**config.mk**
```make
export PLATFORM = sky130hd
export DESIGN_NAME = timer5_force_count_compare_regs
export DESIGN_NICKNAME = d
export VERILOG_FILES = /design/src/pkg/timer5_pkg.sv /design/src/pkg/compare_if.sv /design/src/hw/compare_channel.sv /design/src/hw/timer5_force_count_compare_regs.sv
export VERILOG_INCLUDE_DIRS = /design/src /design/src/pkg
export SDC_FILE = /design/constraint.sdc
export NUM_CORES = 1
export LEC_CHECK = 0
export CORE_MARGIN = 2
export CORE_UTILIZATION = 55
export CTS_CLUSTER_DIAMETER = 40
export DETAILED_ROUTE_END_ITERATION = 10
export DONT_BUFFER_PORTS = 1
export PLACE_DENSITY = 0.73
export SETUP_SLACK_MARGIN = 0.4
export SLEW_MARGIN = 40
export SYNTH_ARGS = -nofsm -noshare
export SYNTH_HDL_FRONTEND = slang
export SYNTH_SLANG_ARGS = --single-unit
```
**constraint.sdc**
```tcl
create_clock -name clock -period 2.1 [get_ports clock]
set_input_delay 0.21 -clock clock [delete_from_list [all_inputs] [get_ports clock]]
set_output_delay 0.21 -clock clock [all_outputs]
set_load 0.005 [all_outputs]
```
**src/pkg/timer5_consts.svh**
```systemverilog
/*
  Offsets, field positions, reset values and mode codes of the
  force-compare, counter and compare-value registers.
  Assumes byte addressing on the CPU data bus, 12-bit addresses.
*/
`ifndef TIMER5_CONSTS_SVH
`define TIMER5_CONSTS_SVH

// Register offsets
`define OFS_FORCE_CTRL   12'h0122
`define OFS_COUNT_LOW    12'h0124
`define OFS_COUNT_HIGH   12'h0125
`define OFS_CMP_A_LOW    12'h0128
`define OFS_CMP_A_HIGH   12'h0129
`define OFS_CMP_B_LOW    12'h012A
`define OFS_CMP_B_HIGH   12'h012B

// Force control bit positions
`define BIT_FORCE_A      7
`define BIT_FORCE_B      6
`define BIT_FORCE_C      5

// Reset values
`define RST_BYTE         8'h00
`define RST_WORD         16'h0000

// Waveform and compare output mode codes of interest
`define WGM_NORMAL       4'h0
`define WGM_CTC_A        4'h4
`define WGM_CTC_A_ALT    4'hC
`define COM_NORMAL       2'h0

`endif

```
**src/pkg/timer5_pkg.sv**
```systemverilog
/*
  Shared types of the timer register slice.
  Assumes the constants header is included by the design files.
*/
package timer5_pkg;

  typedef logic [7:0]  byte_t;
  typedef logic [15:0] word_t;

  // Coarse class of a waveform mode
  typedef enum logic [1:0] {
    WAVE_NORMAL,
    WAVE_CTC,
    WAVE_PWM
  } wave_kind_t;

endpackage : timer5_pkg

```
**src/pkg/compare_if.sv**
```systemverilog
/*
  Carrier between the register slice and one compare channel.
  Assumes both ends share the timer's single clock.
*/
`timescale 1ns/10ps
interface compare_if;
  import timer5_pkg::*;

  logic  clkEn;
  logic  tick;
  word_t countVal;
  word_t cmpVal;
  logic  blockMatch;
  logic  flagClr;
  logic  hit;
  logic  flag;

  modport chan (
    input  clkEn, tick, countVal, cmpVal, blockMatch, flagClr,
    output hit, flag
  );
  modport ctrl (
    output clkEn, tick, countVal, cmpVal, blockMatch, flagClr,
    input  hit, flag
  );
endinterface : compare_if

```
**src/hw/compare_channel.sv**
```systemverilog
/*
  One compare channel: equality against the counter and the sticky
  match flag. Assumes tick is a one-cycle timer-clock enable.
*/
`timescale 1ns/10ps
module compare_channel
  import timer5_pkg::*;
(
  input wire logic    clock,
  input wire logic    rst_n,
  compare_if.chan     cmp
);

  logic flag_r;
  logic flag_nxt;

  //////////////////////////////////////////////////////////////////////
  // Real match only; a blocked tick after a counter write never hits
  assign cmp.hit  = cmp.tick && !cmp.blockMatch && (cmp.countVal == cmp.cmpVal);
  // Set wins over clear so a match in the clearing cycle is kept
  assign flag_nxt = cmp.hit ? 1'b1 : (cmp.flagClr ? 1'b0 : flag_r);
  assign cmp.flag = flag_r;

  // Flag lands one cycle after the equal tick
  always_ff @(posedge clock or negedge rst_n) begin
    if (!rst_n) begin
      flag_r <= 1'b0;
    end else if (cmp.clkEn) begin
      flag_r <= flag_nxt;
    end
  end

endmodule : compare_channel

```
**src/hw/timer5_force_count_compare_regs.sv**
```systemverilog
/*
  Register slice of a pinless 16-bit timer: force-compare strobes,
  counter and compare values A and B behind a shared high-byte latch.
  Assumes a synchronous CPU byte bus and a timer tick on the same clock.
*/
`timescale 1ns/10ps
`include "timer5_consts.svh"

module timer5_force_count_compare_regs
  import timer5_pkg::*;
(
  input  wire logic       clock,
  input  wire logic       rst_n,
  input  wire logic       clkEn,
  input  wire logic       timerTick,
  input  wire logic [11:0] busAddr,
  input  wire logic       busWrEn,
  input  wire logic       busRdEn,
  input  wire logic [7:0] busWrData,
  output logic      [7:0] busRdData,
  input  wire logic [3:0] waveform_mode_sel,
  input  wire logic [1:0] cmp_out_mode_a,
  input  wire logic [1:0] cmp_out_mode_b,
  input  wire logic [1:0] cmp_out_mode_c,
  input  wire logic       matchIntEnA,
  input  wire logic       matchIntEnB,
  input  wire logic       matchClrA,
  input  wire logic       matchClrB,
  output logic      [15:0] count_value,
  output logic            matchFlagA,
  output logic            matchFlagB,
  output logic            matchIrqA,
  output logic            matchIrqB,
  output logic            forcedMatchA,
  output logic            forcedMatchB,
  output logic            forcedMatchC
);

  // Classify a waveform code; reserved 0xD is treated as no-force
  function automatic wave_kind_t waveKind(input logic [3:0] code);
    wave_kind_t kind;
    kind = WAVE_PWM;
    case (code)
      `WGM_NORMAL:    kind = WAVE_NORMAL;
      `WGM_CTC_A:     kind = WAVE_CTC;
      `WGM_CTC_A_ALT: kind = WAVE_CTC;
      default:        kind = WAVE_PWM;
    endcase
    return kind;
  endfunction : waveKind

  // Forced match only acts when the output mode is the defined one
  function automatic logic forceEffect(input logic strobe, input logic [1:0] mode);
    return strobe && (mode == `COM_NORMAL);
  endfunction : forceEffect

  word_t      count_r,   count_nxt;
  word_t      cmpA_r,    cmpB_r;
  byte_t      latch_r,   latch_nxt;
  logic       block_r;
  logic [7:0] rdData_r;
  logic       irqA_r, irqB_r;
  logic       frcA_r, frcB_r, frcC_r;

  compare_if  chanA ();
  compare_if  chanB ();

  //////////////////////////////////////////////////////////////////////
  // Address decode
  wire wrForce   = busWrEn && (busAddr == `OFS_FORCE_CTRL);
  wire wrCntLow  = busWrEn && (busAddr == `OFS_COUNT_LOW);
  wire wrCntHigh = busWrEn && (busAddr == `OFS_COUNT_HIGH);
  wire wrALow    = busWrEn && (busAddr == `OFS_CMP_A_LOW);
  wire wrAHigh   = busWrEn && (busAddr == `OFS_CMP_A_HIGH);
  wire wrBLow    = busWrEn && (busAddr == `OFS_CMP_B_LOW);
  wire wrBHigh   = busWrEn && (busAddr == `OFS_CMP_B_HIGH);
  wire rdCntLow  = busRdEn && (busAddr == `OFS_COUNT_LOW);
  wire wrAnyHigh = wrCntHigh || wrAHigh || wrBHigh;

  wire wave_kind_t kindNow = waveKind(waveform_mode_sel);
  wire             nonPwm  = (kindNow != WAVE_PWM);
  wire             ctcA    = (kindNow == WAVE_CTC);

  //////////////////////////////////////////////////////////////////////
  // Force strobes: decoded on the write, never stored in the register
  wire forceA = wrForce && nonPwm && busWrData[`BIT_FORCE_A];
  wire forceB = wrForce && nonPwm && busWrData[`BIT_FORCE_B];
  wire forceC = wrForce && nonPwm && busWrData[`BIT_FORCE_C];

  //////////////////////////////////////////////////////////////////////
  // Shared latch: high-byte writes park here, low-count read fills it
  assign latch_nxt = wrAnyHigh ? busWrData :
                     (rdCntLow ? count_r[15:8] : latch_r);

  // Counter: CPU write first, then clear on A in CLEAR_ON_MATCH_MODE, else count up.
  // The forced match is not part of hit, so it never clears here.
  assign count_nxt = wrCntLow  ? {latch_r, busWrData} :
                     !timerTick ? count_r :
                     (chanA.hit && ctcA) ? `RST_WORD :
                     count_r + 16'h0001;

  //////////////////////////////////////////////////////////////////////
  // Read mux; force bits and reserved bits always read zero
  wire byte_t rdMux =
    (busAddr == `OFS_FORCE_CTRL) ? `RST_BYTE :
    (busAddr == `OFS_COUNT_LOW)  ? count_r[7:0] :
    (busAddr == `OFS_COUNT_HIGH) ? latch_r :
    (busAddr == `OFS_CMP_A_LOW)  ? cmpA_r[7:0] :
    (busAddr == `OFS_CMP_A_HIGH) ? cmpA_r[15:8] :
    (busAddr == `OFS_CMP_B_LOW)  ? cmpB_r[7:0] :
    (busAddr == `OFS_CMP_B_HIGH) ? cmpB_r[15:8] :
    `RST_BYTE;

  //////////////////////////////////////////////////////////////////////
  // Channel hookups
  assign chanA.clkEn      = clkEn;
  assign chanA.tick       = timerTick;
  assign chanA.countVal   = count_r;
  assign chanA.cmpVal     = cmpA_r;
  assign chanA.blockMatch = block_r;
  assign chanA.flagClr    = matchClrA;
  assign chanB.clkEn      = clkEn;
  assign chanB.tick       = timerTick;
  assign chanB.countVal   = count_r;
  assign chanB.cmpVal     = cmpB_r;
  assign chanB.blockMatch = block_r;
  assign chanB.flagClr    = matchClrB;

  compare_channel uChanA (
    .clock (clock),
    .rst_n (rst_n),
    .cmp   (chanA.chan)
  );

  compare_channel uChanB (
    .clock (clock),
    .rst_n (rst_n),
    .cmp   (chanB.chan)
  );

  //////////////////////////////////////////////////////////////////////
  // Counter, latch and the one-tick match block after a counter write
  always_ff @(posedge clock or negedge rst_n) begin
    if (!rst_n) begin
      count_r <= `RST_WORD;
      latch_r <= `RST_BYTE;
      block_r <= 1'b0;
    end else if (clkEn) begin
      count_r <= count_nxt;
      latch_r <= latch_nxt;
      block_r <= wrCntLow ? 1'b1 : (timerTick ? 1'b0 : block_r);
    end
  end

  // Compare values commit both bytes on the low write
  always_ff @(posedge clock or negedge rst_n) begin
    if (!rst_n) begin
      cmpA_r <= `RST_WORD;
      cmpB_r <= `RST_WORD;
    end else if (clkEn) begin
      if (wrALow) cmpA_r <= {latch_r, busWrData};
      if (wrBLow) cmpB_r <= {latch_r, busWrData};
    end
  end

  // Read data holds until the next read
  always_ff @(posedge clock or negedge rst_n) begin
    if (!rst_n) begin
      rdData_r <= `RST_BYTE;
    end else if (clkEn && busRdEn) begin
      rdData_r <= rdMux;
    end
  end

  // Event outputs: real matches feed interrupts, forced ones only pulse
  always_ff @(posedge clock or negedge rst_n) begin
    if (!rst_n) begin
      irqA_r <= 1'b0;
      irqB_r <= 1'b0;
      frcA_r <= 1'b0;
      frcB_r <= 1'b0;
      frcC_r <= 1'b0;
    end else if (clkEn) begin
      irqA_r <= chanA.flag && matchIntEnA;
      irqB_r <= chanB.flag && matchIntEnB;
      frcA_r <= forceEffect(forceA, cmp_out_mode_a);
      frcB_r <= forceEffect(forceB, cmp_out_mode_b);
      frcC_r <= forceEffect(forceC, cmp_out_mode_c);
    end
  end

  assign busRdData    = rdData_r;
  assign count_value  = count_r;
  assign matchFlagA   = chanA.flag;
  assign matchFlagB   = chanB.flag;
  assign matchIrqA    = irqA_r;
  assign matchIrqB    = irqB_r;
  assign forcedMatchA = frcA_r;
  assign forcedMatchB = frcB_r;
  assign forcedMatchC = frcC_r;

endmodule : timer5_force_count_compare_regs

```
Yosys cells after proc, flatten, opt, wreduce, memory -nomap -nowiden

Cells that the tools add are included.

Bits of input ports: 40
Flip-flop bits (word level): 72
Output and inout port bits: 31

Eq/ne operators: 13
Add/sub/neg operators: 1
Mux-type cells: 19
Reductions and logical operators: 40

Operators by type and width:

| kind                                                              | count |
|---|---|
| 12-bit by 9-bit == test with 1-bit output (second input constant) | 7 |
| 8-bit two-way mux                                                 | 9 |
| 16-bit two-way mux                                                | 3 |
| 16-bit == test                                                    | 2 |
| 1-bit logical AND                                                 | 22 |
| 16-bit by 1-bit adder with 16-bit output (second input constant)  | 1 |
| 2-bit AND reduction                                               | 6 |
| 2-bit nonzero test                                                | 4 |
| 2-bit logical NOT                                                 | 3 |
| 1-bit two-way mux                                                 | 6 |
| 4-bit by 3-bit == test with 1-bit output (second input constant)  | 1 |
| 4-bit == test (second input constant)                             | 1 |
| 4-bit logical NOT                                                 | 1 |
| 2-bit one-hot mux with 2 select lines                             | 1 |
| 2-bit by 1-bit == test with 1-bit output (second input constant)  | 1 |
| 1-bit logical OR                                                  | 2 |
| 2-bit != test (second input constant)                             | 1 |
| 2-bit OR reduction                                                | 1 |
| 1-bit logical NOT                                                 | 1 |

Longest topological paths before layout

Gate-level depths: netlist of run 1.

Word-level depth: 8
Gate-level depth with buffers: 8

By module

From an unflattened synthesis of run 1, not the netlist that was laid out.

Cells, all modules: 421
Area, all modules: 4237.8 sq um

By module, submodules not included:

| module                          | cells an instance | area each (sq um) | sequential area each (sq um) | times used |
|---|---|---|---|---|
| timer5_force_count_compare_regs | 361               | 3704.8            | 1751.7                       | 1 |
| compare_channel                 | 30                | 266.5             | 25.0                         | 2 |

Worst setup path before layout of run 1

Ideal clock, no wire load.

Path type: input to register
Start point: input busAddr[11]
End point: register cmpB_r[6] (netlist: chanB.cmpVal[6])
Data arrival time: 1.687 ns
Buffers on the path: 1
Setup slack: 0.288 ns
Data required time: 1.975 ns
Stages on the path: 5
Cells stage by stage: nor4b_4 > nand2_2 > nor4_4 > buf_6 > mux2_2

Longest elaborated chain between the ends: 3

RTL lines:

| what                                                       | RTL line                               | source |
|---|---|---|
| start: declaration                                         | timer5_force_count_compare_regs.sv:16  | `input wire logic [11:0] busAddr,` |
| 12-bit by 9-bit == test with 1-bit output (no source line) | --                                     |  |
| 1-bit logical AND                                          | timer5_force_count_compare_regs.sv:75  | `` wire wrBLow = busWrEn && (busAddr == `OFS_CMP_B_LOW); `` |
| 2-bit AND reduction (no source line)                       | --                                     |  |
| end signal: assignment                                     | timer5_force_count_compare_regs.sv:159 | `` cmpB_r <= `RST_WORD; `` |
| end signal: assignment                                     | timer5_force_count_compare_regs.sv:162 | `if (wrBLow) cmpB_r <= {latch_r, busWrData};` |
| end: declaration                                           | timer5_force_count_compare_regs.sv:58  | `word_t cmpA_r, cmpB_r;` |

Every way passes these cells.
A chain may end at the register's enable or synchronous reset.

Worst setup path after layout of run 1

Start point: register count_r[0] (netlist: count_value[0])
End point: register count_r[5] (netlist: count_value[5])

Longest elaborated chain between the ends: 6
Elaborated cells on any way between the ends: 7
Classes of those cells: add/sub (1); eq/ne (1); mux (3); reduce/logical (2)

RTL lines:

| what                                                                                             | RTL line                               | source |
|---|---|---|
| start: declaration                                                                               | timer5_force_count_compare_regs.sv:57  | `word_t count_r, count_nxt;` |
| start signal: assignment                                                                         | timer5_force_count_compare_regs.sv:145 | `` count_r <= `RST_WORD; `` |
| start signal: assignment                                                                         | timer5_force_count_compare_regs.sv:149 | `count_r <= count_nxt;` |
| parallel branches: the longest is 3 deep, another holds 16-bit by 1-bit adder with 16-bit output | --                                     |  |
| 16-bit two-way mux *                                                                             | timer5_force_count_compare_regs.sv:99  | `` (chanA.hit && ctcA) ? `RST_WORD : `` |
| 16-bit two-way mux *                                                                             | timer5_force_count_compare_regs.sv:98  | `!timerTick ? count_r :` |
| 16-bit two-way mux *                                                                             | timer5_force_count_compare_regs.sv:97  | `assign count_nxt = wrCntLow ? {latch_r, busWrData} :` |

Mark *: on every way between the ends. The select of a mux whose other input is x is not followed.

==> flow_metrics.tcl, run 1 <==
set metrics [dict create \
    drt_iter0_markers 496 \
    synthCells 421 \
    ios 71 \
    fillCellCount 551 \
    initial_core_util 0.572 \
    drcViolationCount 0 \
    synth_fp_nets 462 \
    row_count 31 \
    nets 503 \
    via_per_inst 6.91 \
    fin_skew_ps 14.4 \
    clockBufferDepth 2 \
    leakage_nw 2.31 \
    antenna_cells 0 \
    path_buf_inv 1 \
    die_h_um 91.1 \
    synth-seq-area-share 0.432 \
    synth_common_cells "dfrtp_1, mux2_2, a21oi_1" \
    vias 3911 \
    cp_slowest_stage_delay_ps 410 \
    ant_nets 0 \
    root_buffer "clkbuf_8" \
    fp.coreArea_sq_mm 0.00729 \
    drtPass1Iterations 5 \
    grtUsageTotal 0.356 \
    dp_slack_ps 44.6 \
    startpoint_type "flip-flop" \
    grt_pass1_wl_mm 22.1 \
    fin_tns_setup_ps 0 \
    grt_start_max_net_pins 73 \
    cts_sinks 72 \
    path_class "flip-flop to flip-flop" \
    maxCapViolCount 0 \
    slew_viol_final 0 \
    peakVddDrop_mv 0.384 \
    cp.required_ps 2350 \
    seqCellArea_sq_mm 0.00180 \
    final_layout_size_suffix_gt1_frac 0.302 \
    synth_warnings 0 \
    violations "hold timing" \
    port_buffers 0 \
    dp_cells 529 \
    max_freq_ghz 0.539 \
    grt_pass1_vias 3889 \
    yosys-top-cells-area "dfrtp_1, mux2_2, a21oi_1" \
    status "complete, but fails checks" \
    postSynth.asyncResetShare 1.00 \
    insertion_delay_ps 360 \
    cts_buffers 9 \
    dieArea_sq_mm 0.00829 \
    syn_to_final_growth_pct 22.7 \
    setup_viol 0 \
    post-route-util 0.702 \
    fin_crit_sh 0.884 \
    worst_pin_slew_ps 840 \
    antenna_found_initial 1 \
    post_drt_wl_per_cell_um 26.0 \
    synth-edff-count 0 \
    power.density_mw_per_mm2 741 \
    clkTransAtPathRegs_ps 90 \
    cts_tree "built" \
    drt_wl_total_mm 14.7 \
    final-hold-violation-count 73 \
    arrival_ps 2100 \
    gp_congestion 0.944 \
    cp_cell_sequence "xnor2_1 -> nand4_1 -> nor3_4 -> buf_12 -> a21oi_4 -> a221oi_1 -> nor2_1" \
    finalHoldWorstSlack_ps -460 \
    multi_input_area_sq_mm 0.00242 \
    end_kind "flip-flop" \
    cp_top_family "simple AND/OR/NAND/NOR gates" \
    yosysMostFrequentCell "dfrtp_1" \
    die_x_um 91.1 \
    ys_types 46 \
    yosys.area.top_type_share 0.432 \
    layout_setup_ws_ps 245 \
    layout_min_cycle_time_ps 1860 \
    hp-class "input port to asynchronous set/reset pin" \
    grt_remaining_overflow 0 \
    critical_path_peak_fanout 7 \
    htree_levels 3 \
    slew_headroom 0.436 \
    syn_area_per_cell_sq_um 9.91 \
    critical_path.slowest_cell "dfrtp_1" \
    dp_hpwl_mm 9.71 \
    yosys_most_used_dff "dfrtp_1" \
    synth_area_sq_mm 0.00417 \
    rsz0062_at_grt "yes" \
    synth_top_cell_by_area "dfrtp_1" \
    finalNonFillerCells 566 \
    ys_ff_latch 72 \
]
==> final cells by class <==
cell class	instances	area share
repair buffers	53	0.0922
inverters	16	0.0117
flip-flops and latches	72	0.352
clock inverters	6	0.0210
clock buffers	10	0.0249
multi-input cells	310	0.474
well taps	99	0.0242
==> final timing paths <==
kind	start	endpoint	slack, ps	cells after the start
setup / recovery	count_value[0]	count_value[5]	240	7
hold / removal	rst_n	busRdData[2]	-460	0
setup reg to reg	count_value[0]	count_value[5]	240	7
hold reg to reg	block_r	block_r	500	1
max in group asynchronous	rst_n	chanA.cmpVal[10]	2430	0
min in group clock	clkEn	matchIrqA	0	2
==> metrics by stage <==
stage          instance area, sq um  hold WS, ps  power (mW)
6_report                       5120         -460        3.79
3_3_place_gp                   4440        -84.2        2.24
4_1_cts                        5020         -464        3.71
2_1_floorplan                  4190        -85.6        2.00
5_1_grt                        5120         -471        3.89
3_5_place_dp                   4450        -83.8        2.26
==> worst reg2reg max path, delay by kind of cell (launching register included) <==
family,cells,cell delay (ps)
AO/OA/AOI/OAI,2,380
XOR/XNOR,1,210
buffers and inverters,1,160
flip-flops,1,410
AND/OR/NAND/NOR,3,580
==> sequential cells by signal, summed over array words and instances, names as in the netlist, 8 cells and up <==
register,count
chanA.cmpVal,16
chanB.cmpVal,16
count_value,16
busRdData,8
latch_r,8
==> cells in the final DEF (no fill, tap or decap), drive strengths merged, types with 3 or more instances in the layout <==
cell,n
nand3,16
o21a,9
inv,16
mux2,48
nor4b,3
and3,3
xor2,16
dlygate4sd3,11
nor4,6
a22o,9
o21ai,22
nand4,7
a21o,9
nand2b,4
nand2,29
buf,42
xnor2,16
bufinv,3
or3,3
nor2,27
o22ai,7
a32o,3
a32oi,6
clkbuf,10
a21oi,34
nor3,9
a22oi,5
o31ai,9
dfrtp,72
==> what timing repair did <==
| item | in CTS | in global routing |
|---|---|---|
| hold endpoints to repair | 83 | 74 |
| resized for setup | 35 | 14 |
| hold buffers | 9 | 2 |
| setup endpoints to repair | 16 | 23 |
| gates cloned | 3 | 0 |
| setup buffers | 5 | 2 |
| pin swaps | 17 | 11 |
==> power by group <==
| group | switching (mW) | internal, mW | leakage, nW |
|---|---|---|---|
| clock network | 0.552 | 0.786 | 0.116 |
| logic | 0.539 | 0.373 | 1.23 |
| registers | 0.0807 | 1.46 | 0.963 |
| total | 1.17 | 2.62 | 2.31 |
==> cells by family after synthesis <==
logic type      count (synthesis)  synth area share
buf+inv                        42            0.0444
xor+xnor                       32            0.0672
flops                          72             0.432
compound gates                116             0.183
mux                            48             0.130
fa+ha+maj                       1           0.00300
simple gates                  110             0.140
==> metal layers <==
metal	track usage	wire (um)	vias up
met4	0.208	811	2
met2	0.538	6550	369
met3	0.115	1970	81
met5	0	17	-
li1	-	-	1624
met1	0.447	5340	1835
Power figures use the tool's default switching activity.
==> run 2: changes to the inputs <==
--- a/config.mk
+++ b/config.mk
@@ -12,5 +12,5 @@
 export DETAILED_ROUTE_END_ITERATION = 10
 export DONT_BUFFER_PORTS = 1
-export PLACE_DENSITY = 0.73
+export PLACE_DENSITY = 0.82
 export SETUP_SLACK_MARGIN = 0.4
 export SLEW_MARGIN = 40
==> constraint.sdc (replaced) <==
create_clock -name clock -period 2.1 [get_ports clock]
set_input_delay 0.21 -clock clock [delete_from_list [all_inputs] [get_ports clock]]
set_output_delay 0.21 -clock clock [all_outputs]
set_load 0.02 [all_outputs]
==> run 2 against run 1 <==
The run still ends with hold timing left. Worst hold slack lost 17 ps. Sequential share of layout area grew 1.1 points. Critical path depth did not move. Clock power shrank 21%. Worst setup slack got worse by 29 ps. Global-route usage decreased by 1.2 points. Fmax decreased by 1.5%. Clock skew about the same. Die area did not move.
==> flow_metrics.tcl, run 2 (same netlist as run 1, synthesis figures left out) <==
set metrics [dict create \
    grt_start_max_net_pins 73 \
    fin_crit_sh 0.897 \
    drt_wl_total_mm 15.0 \
    grtUsageTotal 0.344 \
    maxCapViolCount 0 \
    antenna_cells 0 \
    syn_to_final_growth_pct 19.6 \
    layout_setup_ws_ps 215 \
    dpl_cell_area_sq_mm 0.00440 \
    setup_viol 0 \
    status "complete, but fails checks" \
    arrival_ps 2140 \
    max_freq_ghz 0.531 \
    fin_tns_setup_ps 0 \
    fin_skew_ps 14.2 \
    cts_sinks 72 \
    finalHoldWorstSlack_ps -477 \
    row_count 31 \
    dp_cells 519 \
    power.density_mw_per_mm2 740 \
    path_class "flip-flop to flip-flop" \
    gp_congestion 1.00 \
    grt_remaining_overflow 0 \
    drcViolationCount 0 \
    finalNonFillerCells 557 \
    final_area_sq_mm 0.00499 \
    port_buffers 0 \
    via_per_inst 7.25 \
    worst_pin_slew_ps 776 \
    die_x_um 91.1 \
    critical_path_peak_fanout 7 \
    drtPass1Iterations 5 \
    final-hold-violation-count 76 \
    cts_tree "built" \
    dp_slack_ps 107 \
    cp.required_ps 2350 \
    layout_commonest_cell "dfrtp_1" \
    drt_iter0_markers 720 \
    root_buffer "clkbuf_8" \
    nets 494 \
    initial_core_util 0.572 \
    antenna_found_initial 0 \
    ant_nets 0 \
    post-route-util 0.684 \
    rsz0062_at_grt "yes" \
    layout_min_cycle_time_ps 1880 \
    clockBufferDepth 2 \
    htree_levels 3 \
    grt_pass1_wl_mm 21.8 \
    post_drt_wl_per_cell_um 26.8 \
    leakage_nw 2.22 \
    fillCellCount 485 \
    insertion_delay_ps 370 \
    final_layout_size_suffix_gt1_frac 0.312 \
    clkTransAtPathRegs_ps 90 \
    layout_common_cells "dfrtp_1, mux2_2, buf_4, nand2_1, a21oi_1" \
    slew_headroom 0.479 \
    ios 71 \
    end_kind "flip-flop" \
    vias 4038 \
    cts_buffers 9 \
    grt_pass1_vias 3815 \
    startpoint_type "flip-flop" \
    violations "hold timing" \
    slew_viol_final 0 \
    fp.coreArea_sq_mm 0.00729 \
    peakVddDrop_mv 0.319 \
    dp_hpwl_mm 9.38 \
    power_mw 3.69 \
    die_h_um 91.1 \
    dieArea_sq_mm 0.00829 \
    hp-class "input port to asynchronous set/reset pin" \
]
run 2: changes by cell type in the layout (fill, tap and decap cells not counted), moves of 2 or more:
cell           change
clkbuf_8           +2
buf_6              -7
dfrtp_2            +9
dfrtp_1            -9
o31ai_1            +2
dlygate4sd3_1      -3
bufinv_16          -3
o31ai_2            -2
run 2: layout make-up:
type                       instances  area, sq um  share of cell area
sequential                        72         1810               0.364
clock inverter                     4         28.8             0.00577
timing repair buffer              45          398              0.0798
clock buffer                      12          155              0.0311
inverter                          16         60.1              0.0120
multi-input combinational        309         2410               0.483
tap                               99          124              0.0248
run 2: timing repair:
action	in CTS	in global routing
gates resized for setup	19	23
endpoints found under the hold margin	80	75
gates cloned	2	0
hold buffers	6	2
pin swaps	11	12
setup endpoints to repair	17	20
buffers inserted	8	4
run 2: critical path: stages, from the launching register on:
cell     delay, ps
dfrtp_2        500
xnor2_2        240
nand3_2        140
nor3_4         220
buf_4          170
a21oi_4        100
a32oi_1        280
o22ai_1        110
run 2: per-layer routing:
| layer | up-vias | part of all wire | global-route usage |
|---|---|---|---|
| met5 | - | 0 | 0 |
| met4 | 0 | 0.099 | 0.215 |
| met3 | 149 | 0.15 | 0.114 |
| met2 | 439 | 0.43 | 0.541 |
| met1 | 1850 | 0.33 | 0.407 |
| li1 | 1600 | - | - |
run 2: worst paths after layout:
| path | startpoint | to | slack, ps | depth (start not counted) |
|---|---|---|---|---|
| max | count_value[3] | count_value[6] | 220 | 7 |
| min | rst_n | busRdData[3] | -480 | 0 |
| max reg2reg | count_value[3] | count_value[6] | 220 | 7 |
| min reg2reg | block_r | block_r | 520 | 1 |
| max in group asynchronous | rst_n | count_value[11] | 2420 | 0 |
| min in group clock | busWrData[1] | chanA.cmpVal[1] | 0 | 1 |
run 2: where the power goes:
group	switching (mW)	total, mW	internal [mW]
Sequential	0.139	1.61	1.47
Combinational	0.622	1.02	0.396
Clock	0.567	1.06	0.494
Total	1.33	3.69	2.36
==> run 3: changes to the inputs <==
ABC_CLOCK_PERIOD_IN_PS = 2100   (was unset)
CORE_UTILIZATION = 50   (was 55)
PLACE_DENSITY = 0.77   (was 0.82)
SETUP_SLACK_MARGIN = unset   (was 0.4)
==> run 3 against run 2 <==
The flow still finishes with violations (hold timing). Largest cell class unchanged. Register-to-register slack worse by 150 ps. Critical endpoint is now count_value[13]. Routed wire length is 11% lower. Flip-flop and latch count is the same. Largest power group unchanged. Non-clock buffer count stayed put. Fmax is 7.2% lower. Combinational power decreased by 12%. Critical path depth is the same. Die area rose by 9.6%.
==> flow_metrics.tcl, run 3 (same netlist as run 1, synthesis figures left out) <==
set metrics [dict create \
    status "complete, but fails checks" \
    violations "hold timing" \
    netSwitchingFraction 0.348 \
    grtUsageTotal 0.299 \
    fin_tns_setup_ps 0 \
    layout_common_cells "dfrtp_1, mux2_2, a21oi_1, buf_4, nand2_1" \
    port_buffers 0 \
    grt_remaining_overflow 0 \
    ios 71 \
    dieArea_sq_mm 0.00909 \
    finalHoldWorstSlack_ps -3.45 \
    insertion_delay_ps 360 \
    fin_skew_ps 11.0 \
    cts_setup_buffers 0 \
    layout_setup_ws_ps 69.1 \
    ant_nets 0 \
    max_freq_ghz 0.492 \
    row_count 33 \
    drt_wl_total_mm 13.4 \
    grt_start_max_net_pins 73 \
    layout_min_cycle_time_ps 2030 \
    layout_commonest_cell "dfrtp_1" \
    slew_viol_final 0 \
    final_layout_size_suffix_gt1_frac 0.215 \
    via_per_inst 6.66 \
    cts_tree "built" \
    dp_cells 531 \
    slew_headroom 0.436 \
    post_drt_wl_per_cell_um 23.8 \
    cts_sinks 72 \
    whs_path_depth 1 \
    dp_hpwl_mm 9.43 \
    internal_power_mw 2.24 \
    fp.coreArea_sq_mm 0.00813 \
    power_mw 3.44 \
    maxCapViolCount 0 \
    power.density_mw_per_mm2 720 \
    final-hold-violation-count 1 \
    end_kind "flip-flop" \
    antenna_found_initial 0 \
    gp_congestion 0.951 \
    htree_levels 3 \
    cts_buffers 9 \
    fin_crit_sh 0.967 \
    antenna_cells 0 \
    drt_iter0_markers 478 \
    clockBufferDepth 2 \
    final_area_sq_mm 0.00478 \
    cp.required_ps 2370 \
    drcViolationCount 0 \
    syn_to_final_growth_pct 14.5 \
    drtPass1Iterations 7 \
    pwr-share-seq 0.448 \
    root_buffer "clkbuf_8" \
    rr_worst_depth 7 \
    leakage_nw 2.18 \
    hp-class "input port to flip-flop" \
    nets 492 \
    finalNonFillerCells 561 \
    p_switching_mw 1.20 \
    worst_pin_slew_ps 845 \
    arrival_ps 2310 \
    dp_slack_ps 74.2 \
    critical_path_peak_fanout 4 \
    vias 3739 \
    dpl_cell_area_sq_mm 0.00443 \
    clkPwrFrac 0.292 \
    path_class "flip-flop to flip-flop" \
    clkTransAtPathRegs_ps 80 \
    peakVddDrop_mv 0.387 \
    grt_pass1_wl_mm 19.8 \
    rsz0062_at_grt "no" \
    startpoint_type "flip-flop" \
    grt_pass1_vias 3467 \
    die_h_um 95.3 \
    die_x_um 95.3 \
    comb_power_share 0.260 \
    setup_viol 0 \
    initial_core_util 0.513 \
]
[run 3: path summary, 6_finish.rpt]
path                                       start               end  slack [ps]
min in group asynchronous                  rst_n      busRdData[5]         400
worst min-delay path                busWrData[1]   chanB.cmpVal[1]          -3
worst max register to register    count_value[0]   count_value[13]          70
worst min register to register  chanB.cmpVal[15]  chanB.cmpVal[15]         550
max in group asynchronous                  rst_n        latch_r[4]        1420
worst max-delay path              count_value[0]   count_value[13]          70
[run 3: repair_timing]
action / in CTS / in global routing
hold buffers: 11 / 3
endpoints found under the setup margin: 0 / 12
gates resized for setup: 0 / 3
endpoints found under the hold margin: 85 / 3
[run 3: area by class of cell]
| cell class | instances | area, sq um |
|---|---|---|
| inverters | 16 | 60.1 |
| fillers | 671 | 3360 |
| clock inverters | 6 | 35.0 |
| multi-input cells | 307 | 2210 |
| clock buffers | 10 | 138 |
| well taps | 105 | 131 |
| flip-flops and latches | 72 | 1800 |
| repair buffers | 45 | 403 |
[run 3: per-layer routing]
layer	vias to the layer above	GRT usage	part of all wire
met4	0	0.140	0.044
li1	1594	-	-
met5	-	0	0
met1	1818	0.376	0.38
met3	42	0.0688	0.11
met2	285	0.489	0.47
[run 3: power groups by stage]
stage	logic (mW)	registers, mW	clock network [mW]
floorplan	0.431	1.64	0
global placement	0.786	1.56	0
detailed placement	0.802	1.56	0
CTS	0.860	1.54	0.993
global route	0.936	1.54	1.07
finish	0.893	1.54	1.01
[run 3: worst max-delay path: stages (launching register included)]
cell     delay [ps]
dfrtp_1         400
buf_4           200
nand3_1         170
or3_1           430
or3_1           370
nor2_1          130
a22oi_1          80
o22ai_1         160
[run 3: per-stage QoR]
step | hold slack [ps] | util
2_1_floorplan | -85.6 | -
5_1_grt | 2.49 | 0.587
6_report | -3.45 | 0.587
3_5_place_dp | -82.3 | 0.545
3_3_place_gp | -81.6 | 0.544
4_1_cts | 1.99 | 0.581
